==> config.mk <==
export PLATFORM = sky130hd
export DESIGN_NAME = pm_activity_monitor
export DESIGN_NICKNAME = d
export VERILOG_FILES = /design/src/pm_activity_pkg.sv /design/src/pm_activity_monitor.sv
export SDC_FILE = /design/constraint.sdc
export NUM_CORES = 1
export LEC_CHECK = 0
export BUFFER_PORTS_ARGS = -buffer_cell sky130_fd_sc_hd__buf_2
export CORE_UTILIZATION = 40
export CTS_BUF_LIST = sky130_fd_sc_hd__clkbuf_8
export DETAILED_ROUTE_END_ITERATION = 10
export SLEW_MARGIN = 20
export SYNTH_ARGS = -nofsm -noshare
export SYNTH_HDL_FRONTEND = slang
export SYNTH_SLANG_ARGS = --single-unit
==> constraint.sdc <==
create_clock -name sys_clk -period 6.2 [get_ports sys_clk]
set_clock_uncertainty 0.2 [all_clocks]
set_input_delay 0.31 -clock sys_clk [delete_from_list [all_inputs] [get_ports sys_clk]]
set_output_delay 0.31 -clock sys_clk [all_outputs]
set_load 0.02 [all_outputs]
==> src/pm_activity_pkg.sv <==
// constants for the power-management activity monitor
`default_nettype none
package pm_activity_pkg;
    // ------------------------------------------------------------
    // configuration space offsets
    // ------------------------------------------------------------
    localparam logic [7:0] ADDR_ACT_STS = 8'h00;
    localparam logic [7:0] ADDR_ACT_EN = 8'h01;
    localparam logic [7:0] ADDR_PER_EN = 8'h02;
    localparam logic [7:0] ADDR_CTRL = 8'h03;
    localparam logic [7:0] ADDR_GLOBAL_EVENT_ENABLE = 8'h04;
    localparam logic [7:0] ADDR_GBL_STS = 8'h05;
    localparam logic [7:0] ADDR_PRI_CH_LO = 8'h06;
    localparam logic [7:0] ADDR_PRI_CH_HI = 8'h07;
    localparam logic [7:0] ADDR_SEC_CH_LO = 8'h08;
    localparam logic [7:0] ADDR_SEC_CH_HI = 8'h09;
    localparam logic [7:0] ADDR_INIT_A_LO = 8'h0A;
    localparam logic [7:0] ADDR_INIT_A_HI = 8'h0B;
    localparam logic [7:0] ADDR_INIT_B_LO = 8'h0C;
    localparam logic [7:0] ADDR_INIT_B_HI = 8'h0D;
    localparam logic [7:0] ADDR_CNT_A_LO = 8'h0E;
    localparam logic [7:0] ADDR_CNT_A_HI = 8'h0F;
    localparam logic [7:0] ADDR_CNT_B_LO = 8'h10;
    localparam logic [7:0] ADDR_CNT_B_HI = 8'h11;

    // ------------------------------------------------------------
    // field positions
    // ------------------------------------------------------------
    localparam int BIT_KBD = 7;
    localparam int BIT_SERIAL = 6;
    localparam int BIT_PARALLEL = 5;
    localparam int BIT_VIDEO = 4;
    localparam int BIT_DISK = 3;
    localparam int BIT_RSVD = 2;
    localparam int BIT_PIRQ = 1;
    localparam int BIT_DMA = 0;
    localparam logic [7:0] PER_MASK = 8'hD8;
    localparam logic [7:0] ACT_MASK = 8'hFB;
    // control register
    localparam int CTRL_START_A = 0;
    localparam int CTRL_START_B = 1;
    localparam int CTRL_AUTO_A = 2;
    localparam int CTRL_AUTO_B = 3;
    localparam int CTRL_PRI_RELOAD_A = 4;
    localparam int CTRL_PIRQ_RELOAD = 5;
    localparam logic [7:0] CTRL_MASK = 8'h3C;
    // global enable and status
    localparam int GBL_TO_A = 0;
    localparam int GBL_TO_B = 1;
    localparam int GBL_PACT = 2;
    localparam int GBL_W = 3;

    // ------------------------------------------------------------
    // reset values and decode ranges
    // ------------------------------------------------------------
    localparam logic [7:0] RST_BYTE = 8'h00;
    localparam logic [15:0] RST_WORD = 16'h0000;
    localparam logic [15:0] IO_KBD = 16'h0060;
    localparam logic [15:0] IO_COM1_LO = 16'h03F8;
    localparam logic [15:0] IO_COM1_HI = 16'h03FF;
    localparam logic [15:0] IO_COM2_LO = 16'h02F8;
    localparam logic [15:0] IO_COM2_HI = 16'h02FF;
    localparam logic [15:0] IO_COM3_LO = 16'h03E8;
    localparam logic [15:0] IO_COM3_HI = 16'h03EF;
    localparam logic [15:0] IO_COM4_LO = 16'h02E8;
    localparam logic [15:0] IO_COM4_HI = 16'h02EF;
    localparam logic [15:0] IO_LPT1_LO = 16'h0378;
    localparam logic [15:0] IO_LPT1_HI = 16'h037F;
    localparam logic [15:0] IO_LPT2_LO = 16'h0278;
    localparam logic [15:0] IO_LPT2_HI = 16'h027F;
    localparam logic [15:0] IO_VGA_LO = 16'h03B0;
    localparam logic [15:0] IO_VGA_HI = 16'h03DF;
    localparam logic [15:0] IO_HD1_LO = 16'h01F0;
    localparam logic [15:0] IO_HD1_HI = 16'h01F7;
    localparam logic [15:0] IO_HD2_LO = 16'h0170;
    localparam logic [15:0] IO_HD2_HI = 16'h0177;
    localparam logic [15:0] IO_FDC = 16'h03F5;
    localparam logic [19:0] MEM_AB_LO = 20'hA0000;
    localparam logic [19:0] MEM_AB_HI = 20'hBFFFF;

    // ------------------------------------------------------------
    // timing
    // ------------------------------------------------------------
    localparam int TIMER_W = 16;
    localparam int CLK_MHZ = 125;
    localparam int TICK_NS = 1000;
    localparam int TICK_CYCLES = TICK_NS * CLK_MHZ / 1000;
endpackage
`default_nettype wire

==> src/pm_activity_monitor.sv <==
// power-management activity monitor with two idle timers
// ------------------------------------------------------------
// ------------------------------------------------------------
`default_nettype none
module pm_activity_monitor #(
    parameter int TICK_CYCLES = pm_activity_pkg::TICK_CYCLES
) (
    input wire logic sys_clk,
    input wire logic rstn,
    input wire logic io_cycle,
    input wire logic mem_cycle,
    input wire logic [19:0] cyc_addr,
    input wire logic [15:0] irq_req,
    input wire logic isa_master_dma,
    input wire logic cfg_wr,
    input wire logic cfg_rd,
    input wire logic [7:0] cfg_addr,
    input wire logic [7:0] cfg_wdata,
    output logic [7:0] cfg_rdata,
    output logic smi_req,
    output logic timer_a_timeout,
    output logic timer_b_timeout
);
    localparam int TW = pm_activity_pkg::TIMER_W;
    localparam logic [15:0] TICK_LAST = 16'(TICK_CYCLES - 1);
    localparam logic [TW-1:0] CNT_ONE = TW'(1);
    localparam logic [TW-1:0] RST_CNT = '0;

    typedef struct packed {
        logic [7:0] act_sts;
        logic [7:0] act_en;
        logic [7:0] per_en;
        logic [7:0] ctrl;
        logic [pm_activity_pkg::GBL_W-1:0] global_event_enable;
        logic [pm_activity_pkg::GBL_W-1:0] gbl_sts;
        logic [15:0] pri_ch;
        logic [15:0] sec_ch;
        logic [1:0][TW-1:0] init;
        logic [1:0][TW-1:0] cnt;
        logic [1:0] run;
        logic [1:0] tout;
        logic [15:0] tick_cnt;
        logic [7:0] rdata;
        logic smi;
    } state_t;

    state_t state_r;
    state_t state_nxt;

    // ------------------------------------------------------------
    // address decode
    // ------------------------------------------------------------
    function automatic logic in_rng(input logic [15:0] a, input logic [15:0] lo, input logic [15:0] hi);
        in_rng = (a >= lo) && (a <= hi);
    endfunction

    logic [15:0] io_a;
    logic [7:0] hit;
    logic [7:0] pri_hit;
    logic [7:0] per_hit;
    logic [1:0] reload;
    logic tick;

    assign io_a = cyc_addr[15:0];

    always_comb begin
        hit = 8'h00;
        hit[pm_activity_pkg::BIT_KBD] = io_cycle && (io_a == pm_activity_pkg::IO_KBD);
        hit[pm_activity_pkg::BIT_SERIAL] = io_cycle && (
            in_rng(io_a, pm_activity_pkg::IO_COM1_LO, pm_activity_pkg::IO_COM1_HI) ||
            in_rng(io_a, pm_activity_pkg::IO_COM2_LO, pm_activity_pkg::IO_COM2_HI) ||
            in_rng(io_a, pm_activity_pkg::IO_COM3_LO, pm_activity_pkg::IO_COM3_HI) ||
            in_rng(io_a, pm_activity_pkg::IO_COM4_LO, pm_activity_pkg::IO_COM4_HI));
        hit[pm_activity_pkg::BIT_PARALLEL] = io_cycle && (
            in_rng(io_a, pm_activity_pkg::IO_LPT1_LO, pm_activity_pkg::IO_LPT1_HI) ||
            in_rng(io_a, pm_activity_pkg::IO_LPT2_LO, pm_activity_pkg::IO_LPT2_HI));
        hit[pm_activity_pkg::BIT_VIDEO] =
            (io_cycle && in_rng(io_a, pm_activity_pkg::IO_VGA_LO, pm_activity_pkg::IO_VGA_HI)) ||
            (mem_cycle && (cyc_addr >= pm_activity_pkg::MEM_AB_LO) &&
             (cyc_addr <= pm_activity_pkg::MEM_AB_HI));
        hit[pm_activity_pkg::BIT_DISK] = io_cycle && (
            in_rng(io_a, pm_activity_pkg::IO_HD1_LO, pm_activity_pkg::IO_HD1_HI) ||
            in_rng(io_a, pm_activity_pkg::IO_HD2_LO, pm_activity_pkg::IO_HD2_HI) ||
            (io_a == pm_activity_pkg::IO_FDC));
        // a channel set in both registers counts as primary
        hit[pm_activity_pkg::BIT_PIRQ] = |(irq_req & state_r.pri_ch);
        hit[pm_activity_pkg::BIT_DMA] = isa_master_dma;
    end

    // ------------------------------------------------------------
    // reload causes
    // ------------------------------------------------------------
    always_comb begin
        pri_hit = hit & state_r.act_en & pm_activity_pkg::ACT_MASK;
        if (!state_r.ctrl[pm_activity_pkg::CTRL_PIRQ_RELOAD]) begin
            pri_hit[pm_activity_pkg::BIT_PIRQ] = 1'b0;
        end
        per_hit = hit & state_r.per_en & pm_activity_pkg::PER_MASK;
        reload[0] = state_r.run[0] && state_r.ctrl[pm_activity_pkg::CTRL_PRI_RELOAD_A] && (|pri_hit);
        reload[1] = state_r.run[1] && (|per_hit);
    end

    assign tick = (state_r.tick_cnt == TICK_LAST);

    // ------------------------------------------------------------
    // next state
    // ------------------------------------------------------------
    always_comb begin
        logic [7:0] sts_set;
        logic [7:0] sts_clr;
        logic [pm_activity_pkg::GBL_W-1:0] gbl_set;
        logic [pm_activity_pkg::GBL_W-1:0] gbl_clr;
        logic [1:0] start_wr;
        logic [1:0] auto_en;
        sts_set = 8'h00;
        sts_clr = 8'h00;
        gbl_set = '0;
        gbl_clr = '0;
        start_wr = 2'b00;
        auto_en = {state_r.ctrl[pm_activity_pkg::CTRL_AUTO_B], state_r.ctrl[pm_activity_pkg::CTRL_AUTO_A]};
        state_nxt = state_r;
        state_nxt.tout = 2'b00;
        state_nxt.tick_cnt = tick ? 16'h0000 : state_r.tick_cnt + 16'h0001;

        // register writes
        if (cfg_wr) begin
            case (cfg_addr)
                pm_activity_pkg::ADDR_ACT_STS: sts_clr = cfg_wdata;
                pm_activity_pkg::ADDR_ACT_EN: state_nxt.act_en = cfg_wdata & pm_activity_pkg::ACT_MASK;
                pm_activity_pkg::ADDR_PER_EN: state_nxt.per_en = cfg_wdata & pm_activity_pkg::PER_MASK;
                pm_activity_pkg::ADDR_CTRL: begin
                    state_nxt.ctrl = cfg_wdata & pm_activity_pkg::CTRL_MASK;
                    start_wr = {cfg_wdata[pm_activity_pkg::CTRL_START_B], cfg_wdata[pm_activity_pkg::CTRL_START_A]};
                end
                pm_activity_pkg::ADDR_GLOBAL_EVENT_ENABLE: state_nxt.global_event_enable = cfg_wdata[pm_activity_pkg::GBL_W-1:0];
                pm_activity_pkg::ADDR_GBL_STS: gbl_clr = cfg_wdata[pm_activity_pkg::GBL_W-1:0];
                pm_activity_pkg::ADDR_PRI_CH_LO: state_nxt.pri_ch[7:0] = cfg_wdata;
                pm_activity_pkg::ADDR_PRI_CH_HI: state_nxt.pri_ch[15:8] = cfg_wdata;
                pm_activity_pkg::ADDR_SEC_CH_LO: state_nxt.sec_ch[7:0] = cfg_wdata;
                pm_activity_pkg::ADDR_SEC_CH_HI: state_nxt.sec_ch[15:8] = cfg_wdata;
                pm_activity_pkg::ADDR_INIT_A_LO: state_nxt.init[0][7:0] = cfg_wdata;
                pm_activity_pkg::ADDR_INIT_A_HI: state_nxt.init[0][15:8] = cfg_wdata;
                pm_activity_pkg::ADDR_INIT_B_LO: state_nxt.init[1][7:0] = cfg_wdata;
                pm_activity_pkg::ADDR_INIT_B_HI: state_nxt.init[1][15:8] = cfg_wdata;
                default: begin
                end
            endcase
        end

        // both timers share one countdown path
        for (int i = 0; i < 2; i++) begin
            if (cfg_wr && (cfg_addr == pm_activity_pkg::ADDR_CTRL) && !start_wr[i]) begin
                state_nxt.run[i] = 1'b0;
            end else if (start_wr[i] && !state_r.run[i]) begin
                state_nxt.run[i] = 1'b1;
                state_nxt.cnt[i] = state_r.init[i];
            end else if (reload[i]) begin
                // reload beats a tick in the same cycle
                state_nxt.cnt[i] = state_r.init[i];
            end else if (state_r.run[i] && tick) begin
                if (state_r.cnt[i] <= CNT_ONE) begin
                    state_nxt.tout[i] = 1'b1;
                    state_nxt.cnt[i] = auto_en[i] ? state_r.init[i] : RST_CNT;
                    state_nxt.run[i] = auto_en[i];
                end else begin
                    state_nxt.cnt[i] = state_r.cnt[i] - CNT_ONE;
                end
            end
        end

        // status recording
        if (reload[0]) begin
            sts_set = sts_set | pri_hit;
        end
        if (reload[1]) begin
            sts_set = sts_set | per_hit;
        end
        gbl_set[pm_activity_pkg::GBL_TO_A] = state_nxt.tout[0];
        gbl_set[pm_activity_pkg::GBL_TO_B] = state_nxt.tout[1];
        // event smi does not wait for the reload path
        gbl_set[pm_activity_pkg::GBL_PACT] = (|pri_hit) && state_r.global_event_enable[pm_activity_pkg::GBL_PACT];

        // set wins over a clear landing in the same cycle
        state_nxt.act_sts = ((state_r.act_sts & ~sts_clr) | sts_set) & pm_activity_pkg::ACT_MASK;
        state_nxt.gbl_sts = (state_r.gbl_sts & ~gbl_clr) | gbl_set;
        state_nxt.smi = |(state_nxt.gbl_sts & state_r.global_event_enable);

        // register reads, answered one cycle later
        state_nxt.rdata = pm_activity_pkg::RST_BYTE;
        if (cfg_rd) begin
            case (cfg_addr)
                pm_activity_pkg::ADDR_ACT_STS: state_nxt.rdata = state_r.act_sts;
                pm_activity_pkg::ADDR_ACT_EN: state_nxt.rdata = state_r.act_en;
                pm_activity_pkg::ADDR_PER_EN: state_nxt.rdata = state_r.per_en;
                pm_activity_pkg::ADDR_CTRL: begin
                    state_nxt.rdata = state_r.ctrl;
                    state_nxt.rdata[pm_activity_pkg::CTRL_START_A] = state_r.run[0];
                    state_nxt.rdata[pm_activity_pkg::CTRL_START_B] = state_r.run[1];
                end
                pm_activity_pkg::ADDR_GLOBAL_EVENT_ENABLE: state_nxt.rdata = 8'(state_r.global_event_enable);
                pm_activity_pkg::ADDR_GBL_STS: state_nxt.rdata = 8'(state_r.gbl_sts);
                pm_activity_pkg::ADDR_PRI_CH_LO: state_nxt.rdata = state_r.pri_ch[7:0];
                pm_activity_pkg::ADDR_PRI_CH_HI: state_nxt.rdata = state_r.pri_ch[15:8];
                pm_activity_pkg::ADDR_SEC_CH_LO: state_nxt.rdata = state_r.sec_ch[7:0];
                pm_activity_pkg::ADDR_SEC_CH_HI: state_nxt.rdata = state_r.sec_ch[15:8];
                pm_activity_pkg::ADDR_INIT_A_LO: state_nxt.rdata = state_r.init[0][7:0];
                pm_activity_pkg::ADDR_INIT_A_HI: state_nxt.rdata = state_r.init[0][15:8];
                pm_activity_pkg::ADDR_INIT_B_LO: state_nxt.rdata = state_r.init[1][7:0];
                pm_activity_pkg::ADDR_INIT_B_HI: state_nxt.rdata = state_r.init[1][15:8];
                pm_activity_pkg::ADDR_CNT_A_LO: state_nxt.rdata = state_r.cnt[0][7:0];
                pm_activity_pkg::ADDR_CNT_A_HI: state_nxt.rdata = state_r.cnt[0][15:8];
                pm_activity_pkg::ADDR_CNT_B_LO: state_nxt.rdata = state_r.cnt[1][7:0];
                pm_activity_pkg::ADDR_CNT_B_HI: state_nxt.rdata = state_r.cnt[1][15:8];
                default: state_nxt.rdata = pm_activity_pkg::RST_BYTE;
            endcase
        end
    end

    // ------------------------------------------------------------
    // state register
    // ------------------------------------------------------------
    always_ff @(posedge sys_clk or negedge rstn) begin
        if (!rstn) begin
            state_r <= '0;
        end else begin
            state_r <= state_nxt;
        end
    end

    assign cfg_rdata = state_r.rdata;
    assign smi_req = state_r.smi;
    assign timer_a_timeout = state_r.tout[0];
    assign timer_b_timeout = state_r.tout[1];
endmodule
`default_nettype wire

* Word-level counts from Yosys, hierarchy flattened
Index checks and enable logic that the tools add are counted. W data, S select, Z words.
Word-level totals: input port bits 59, output and inout bits 11, word-level logic and storage cells 189, bits in registers 153
Operators by class: $add $sub $neg 3, bitwise logic cells 13, magnitude comparators 22, reduce and logical (&&, ||, !) cells 65, equal/unequal tests 22, multiplexer cells 42
Operator list (number):
- $mux W16 | 11
- $pmux W8 S18 | 1
- $ge A16 B10 Y1 const B | 7
- $le A16 B10 Y1 const B | 7
- $eq A8 B4 Y1 const B | 8
- $mux W8 | 5
- $eq A16 B7 Y1 const B | 2
- $eq A8 B3 Y1 const B | 4
- $ge A16 B9 Y1 const B | 2
- $le A16 B1 Y1 const B | 2
- $le A16 B9 Y1 const B | 2
- $sub A16 B1 Y16 const B | 2
- $reduce_and A2 Y1 | 14
- $logic_and A1 B1 Y1 | 27
- $and A8 B8 Y8 | 3
- $mux W1 | 21
- $ge A20 B20 Y1 const B | 1
- $le A20 B20 Y1 const B | 1
- $reduce_bool A3 Y1 | 6
- $add A16 B1 Y16 const B | 1
- $and A16 B16 Y16 | 1
- $eq A16 B10 Y1 const B | 1
- $eq A8 B2 Y1 const B | 2
- $eq A8 B5 Y1 const B | 2
- 18 further kinds | 34

* Logic depth before layout (Yosys ltp)
word-level depth 16, depth in mapped cells 12, depth with buffers taken out 9

* Worst setup path after synthesis
OpenSTA, ideal clock, no wires.
path type flip-flop to flip-flop, from register state_r[53] (netlist name), to register state_r[56] (netlist name), arrival time 2299 ps, stages on the path, launching flop included 9, required time 5874 ps, buffers on the path 1, period minus slack after synthesis 2625 ps, path slack 3575 ps, cell sequence dfrtp_1 > or3_4 > or3_1 > buf_2 > or3_4 > o21ai_4 > nand2b_2 > nor2_1 > a221o_1
Between the ends: longest elaborated chain between the ends 5, elaborated cells between the ends (all ways) 6, classes of those cells add/sub (1); order compare (1); mux (4)
Ends and longest elaborated chain:
- from (decl) | RTL line pm_activity_monitor.sv:47 | state_t state_r;
- from (signal assigned) | RTL line pm_activity_monitor.sv:226 | state_r <= state_nxt;
- $sub A16 B1 Y16 / $le A16 B1 Y1 (equally long branches) | RTL line pm_activity_monitor.sv:166, pm_activity_monitor.sv:161
- $mux W16 * | RTL line pm_activity_monitor.sv:161 | if (state_r.cnt[i] <= CNT_ONE) begin
- $mux W16 * | RTL line pm_activity_monitor.sv:160 | end else if (state_r.run[i] && tick) begin
- $mux W16 * | RTL line pm_activity_monitor.sv:157 | end else if (reload[i]) begin
- $mux W16 * | RTL line pm_activity_monitor.sv:154 | end else if (start_wr[i] && !state_r.run[i]) begin
Mark *: on every way between the ends. The rest lies on a longest branch, timed or not. The select of a mux whose other input is x is not followed. A chain may end at the register's enable or synchronous reset.

==> flow_summary.ini <==
[cts]
path_clk_slew_ns = 0.09
clock-sinks = 153
clk_latency_ns = 0.49
post_cts_buffers = 0
ctsResizeCount = 0
cts_made_buffers = 17
cts_root_buffer = clkbuf_8
cts_buffer_depth = 2
cts_tree = done
h-tree-depth = 4

[worst_setup_path]
reg2reg_depth = 8
endpoint_kind = register
start_kind = register
cp.arrival_ns = 3.41
path_max_fanout = 8
cp.required_ns = 6.38
critPathKind = register to register

[global_routing]
use_met2_pct = 38.0
grt-busiest-layer = met2
grt_util_all_layers_pct = 24.6
grt_first_pass_wirelength_um = 39100
grt_pass1_vias = 6577
antenna_found_initial = 1
grt_max_degree = 92
grt_use_met1_pct = 33.3
grt.overflow.total = 0
grt_use_met3_pct = 6.52

[timing]
hold_violations = 0
slew_headroom_pct = 29.4
final.period_utilization_pct = 52.0
holdWs_ns = 0.00951
worstMarginPinSlew_ns = 1.05
setup_tns_ns = 0
rsz0062_at_grt = false
drv_slew = 0
finalWorstSetupSlack_ns = 2.97
fin_crit_ns = 3.23
fmax_mhz = 310
finalSetupViolCount = 0

[layout]
drive_gt1_share_pct = 24.8
regArea_um2 = 3830
nets = 904
layout_common_cells = dfrtp_1, mux2_2, nand2_1
multi_input_area_um2 = 4080
fill_cells = 1924
final_common_cell = dfrtp_1
instances_no_fill = 1123
area_growth_pct = 10.8

[floorplan]
io_pins = 70
die_w_um = 145
start_util_pct = 40.7
die-area_um2 = 21200
num_rows = 52
fp.dieH_um = 145
core_area_um2 = 20200

[place]
port_buffers = 68
dp_slack_ns = 2.67
dpl.hpwl_um = 18000
place.gp.congestion = 0.928
dp_cells = 1088

[yosys]
syn_inst = 795
synth_warnings = 0
avgSynthCellArea_um2 = 10.4
syn_area_um2 = 8230
post_synth_num_cell_types = 73
synth_edf_count = 0
async_flop_share_pct = 100
synth_seq_cells = 153
ys.flop_type = dfrtp_1
synth_nets = 860
ys_seq_area_share_pct = 46.5

[drt]
wl_per_cell_um = 22.5
vias_per_cell = 6.18
dr.pass1.iters = 6
drc = 0
routed_wl_um = 25300
ant_nets = 0
drt_iter0_drc = 784
vias = 6943

[worst_hold_path]
min_path_cells = 3
min_path_type = primary input to register

[power_and_ir_drop]
ir_drop_mv = 0.134
power.density_nw_per_um2 = 254
p_leak_nw = 4.02

[status]
status = finished clean

[job]
drv_cap = 0
timing repair:
action                     in CTS  in global routing
hold buffers                    2                  0
setup endpoints to repair       0                  0
hold endpoints to repair       91                  0
stage by stage:
step | util, % | power [mW] | area [µm²]
2_1_floorplan | - | 1.37 | 8230
5_1_grt | 45.1 | 2.42 | 9120
4_1_cts | 45.1 | 2.31 | 9120
3_5_place_dp | 43.0 | 1.51 | 8690
3_3_place_gp | 43.0 | 1.51 | 8690
6_report | 45.1 | 2.31 | 9120
cells in the mapped netlist, types with 7 or more instances:
cell type / number / share of area (%)
xnor2_1: 7 / 0.74
a22oi_1: 25 / 2.3
o21ai_0: 29 / 1.8
a221oi_1: 15 / 1.6
buf_2: 7 / 0.43
o22ai_1: 9 / 0.68
a221o_1: 9 / 1.1
buf_4: 12 / 1.1
inv_1: 22 / 1.0
mux2i_1: 8 / 0.97
nor2_1: 55 / 2.5
nand3_1: 40 / 2.4
a21oi_1: 24 / 1.5
dfrtp_1: 153 / 47
clkbuf_1: 25 / 1.1
mux2_2: 83 / 11
o2bb2ai_1: 7 / 0.74
nor3_1: 30 / 1.8
nand2_1: 77 / 3.5
a22o_1: 13 / 1.4
a32oi_1: 10 / 1.1
xor2_1: 7 / 0.74
final timing paths:
path	from	end	slack, ns
worst max-delay path	state_r[116]$_DFFE_PN0P_	smi_req$_DFF_PN0_	2.97
worst min-delay path	cfg_wdata[5]	state_r[136]$_DFFE_PN0P_	0.01
worst max register to register	state_r[116]$_DFFE_PN0P_	smi_req$_DFF_PN0_	2.97
worst min register to register	state_r[24]$_DFF_PN0_	state_r[24]$_DFF_PN0_	0.28
max in group asynchronous	rstn	state_r[161]$_DFF_PN0_	4.18
min in group asynchronous	rstn	state_r[21]$_DFF_PN0_	0.26
power by group:
part,internal (mW),switching [mW]
Clock,0.373,0.438
Sequential,1.07,0.104
Combinational,0.131,0.203
sequential cells by signal, summed over array words and instances (netlist names):
register / flops
cfg_rdata: 8
timer_a_timeout: 1
state_r: 142
timer_b_timeout: 1
smi_req: 1
critical path, cell delays in order, from the launching register on:
cell,delay [ns]
dfrtp_1,0.43
a22o_1,0.24
a221oi_1,0.34
nand4_1,0.24
and3_1,0.30
a211oi_4,0.49
nor2_1,0.22
or3_1,0.41
o211ai_1,0.24
routing by layer:
| layer | wire, µm | vias to the layer above |
|---|---|---|
| met4 | 694 | 0 |
| met2 | 11700 | 321 |
| met5 | 0 | - |
| met1 | 10900 | 3485 |
| li1 | - | 3078 |
| met3 | 2060 | 59 |
cells by family (layout without fill, tap and decap cells):
kind of cell | after synthesis | after routing | share of synthesized area, %
xor gates and xnor gates | 14 | 14 | 1.49
buffers and inverters | 69 | 126 | 3.89
DFF | 153 | 153 | 46.5
adders and majority gates | 6 | 6 | 0.912
AOI/OAI and AO/OA | 195 | 195 | 18.1
other | 0 | 1 | 0
and+or+nand+nor | 265 | 265 | 16.2
muxes | 93 | 93 | 12.9
layout make-up:
type                    count  area share (%)
well taps                 270            3.70
diodes                      1          0.0274
inverters                  22           0.905
clock inverters            15            1.91
repair buffers             72            4.18
clock buffers              17            2.56
multi-input cells         573            44.7
flip-flops and latches    153            42.0
Power figures use the tool's default switching activity.
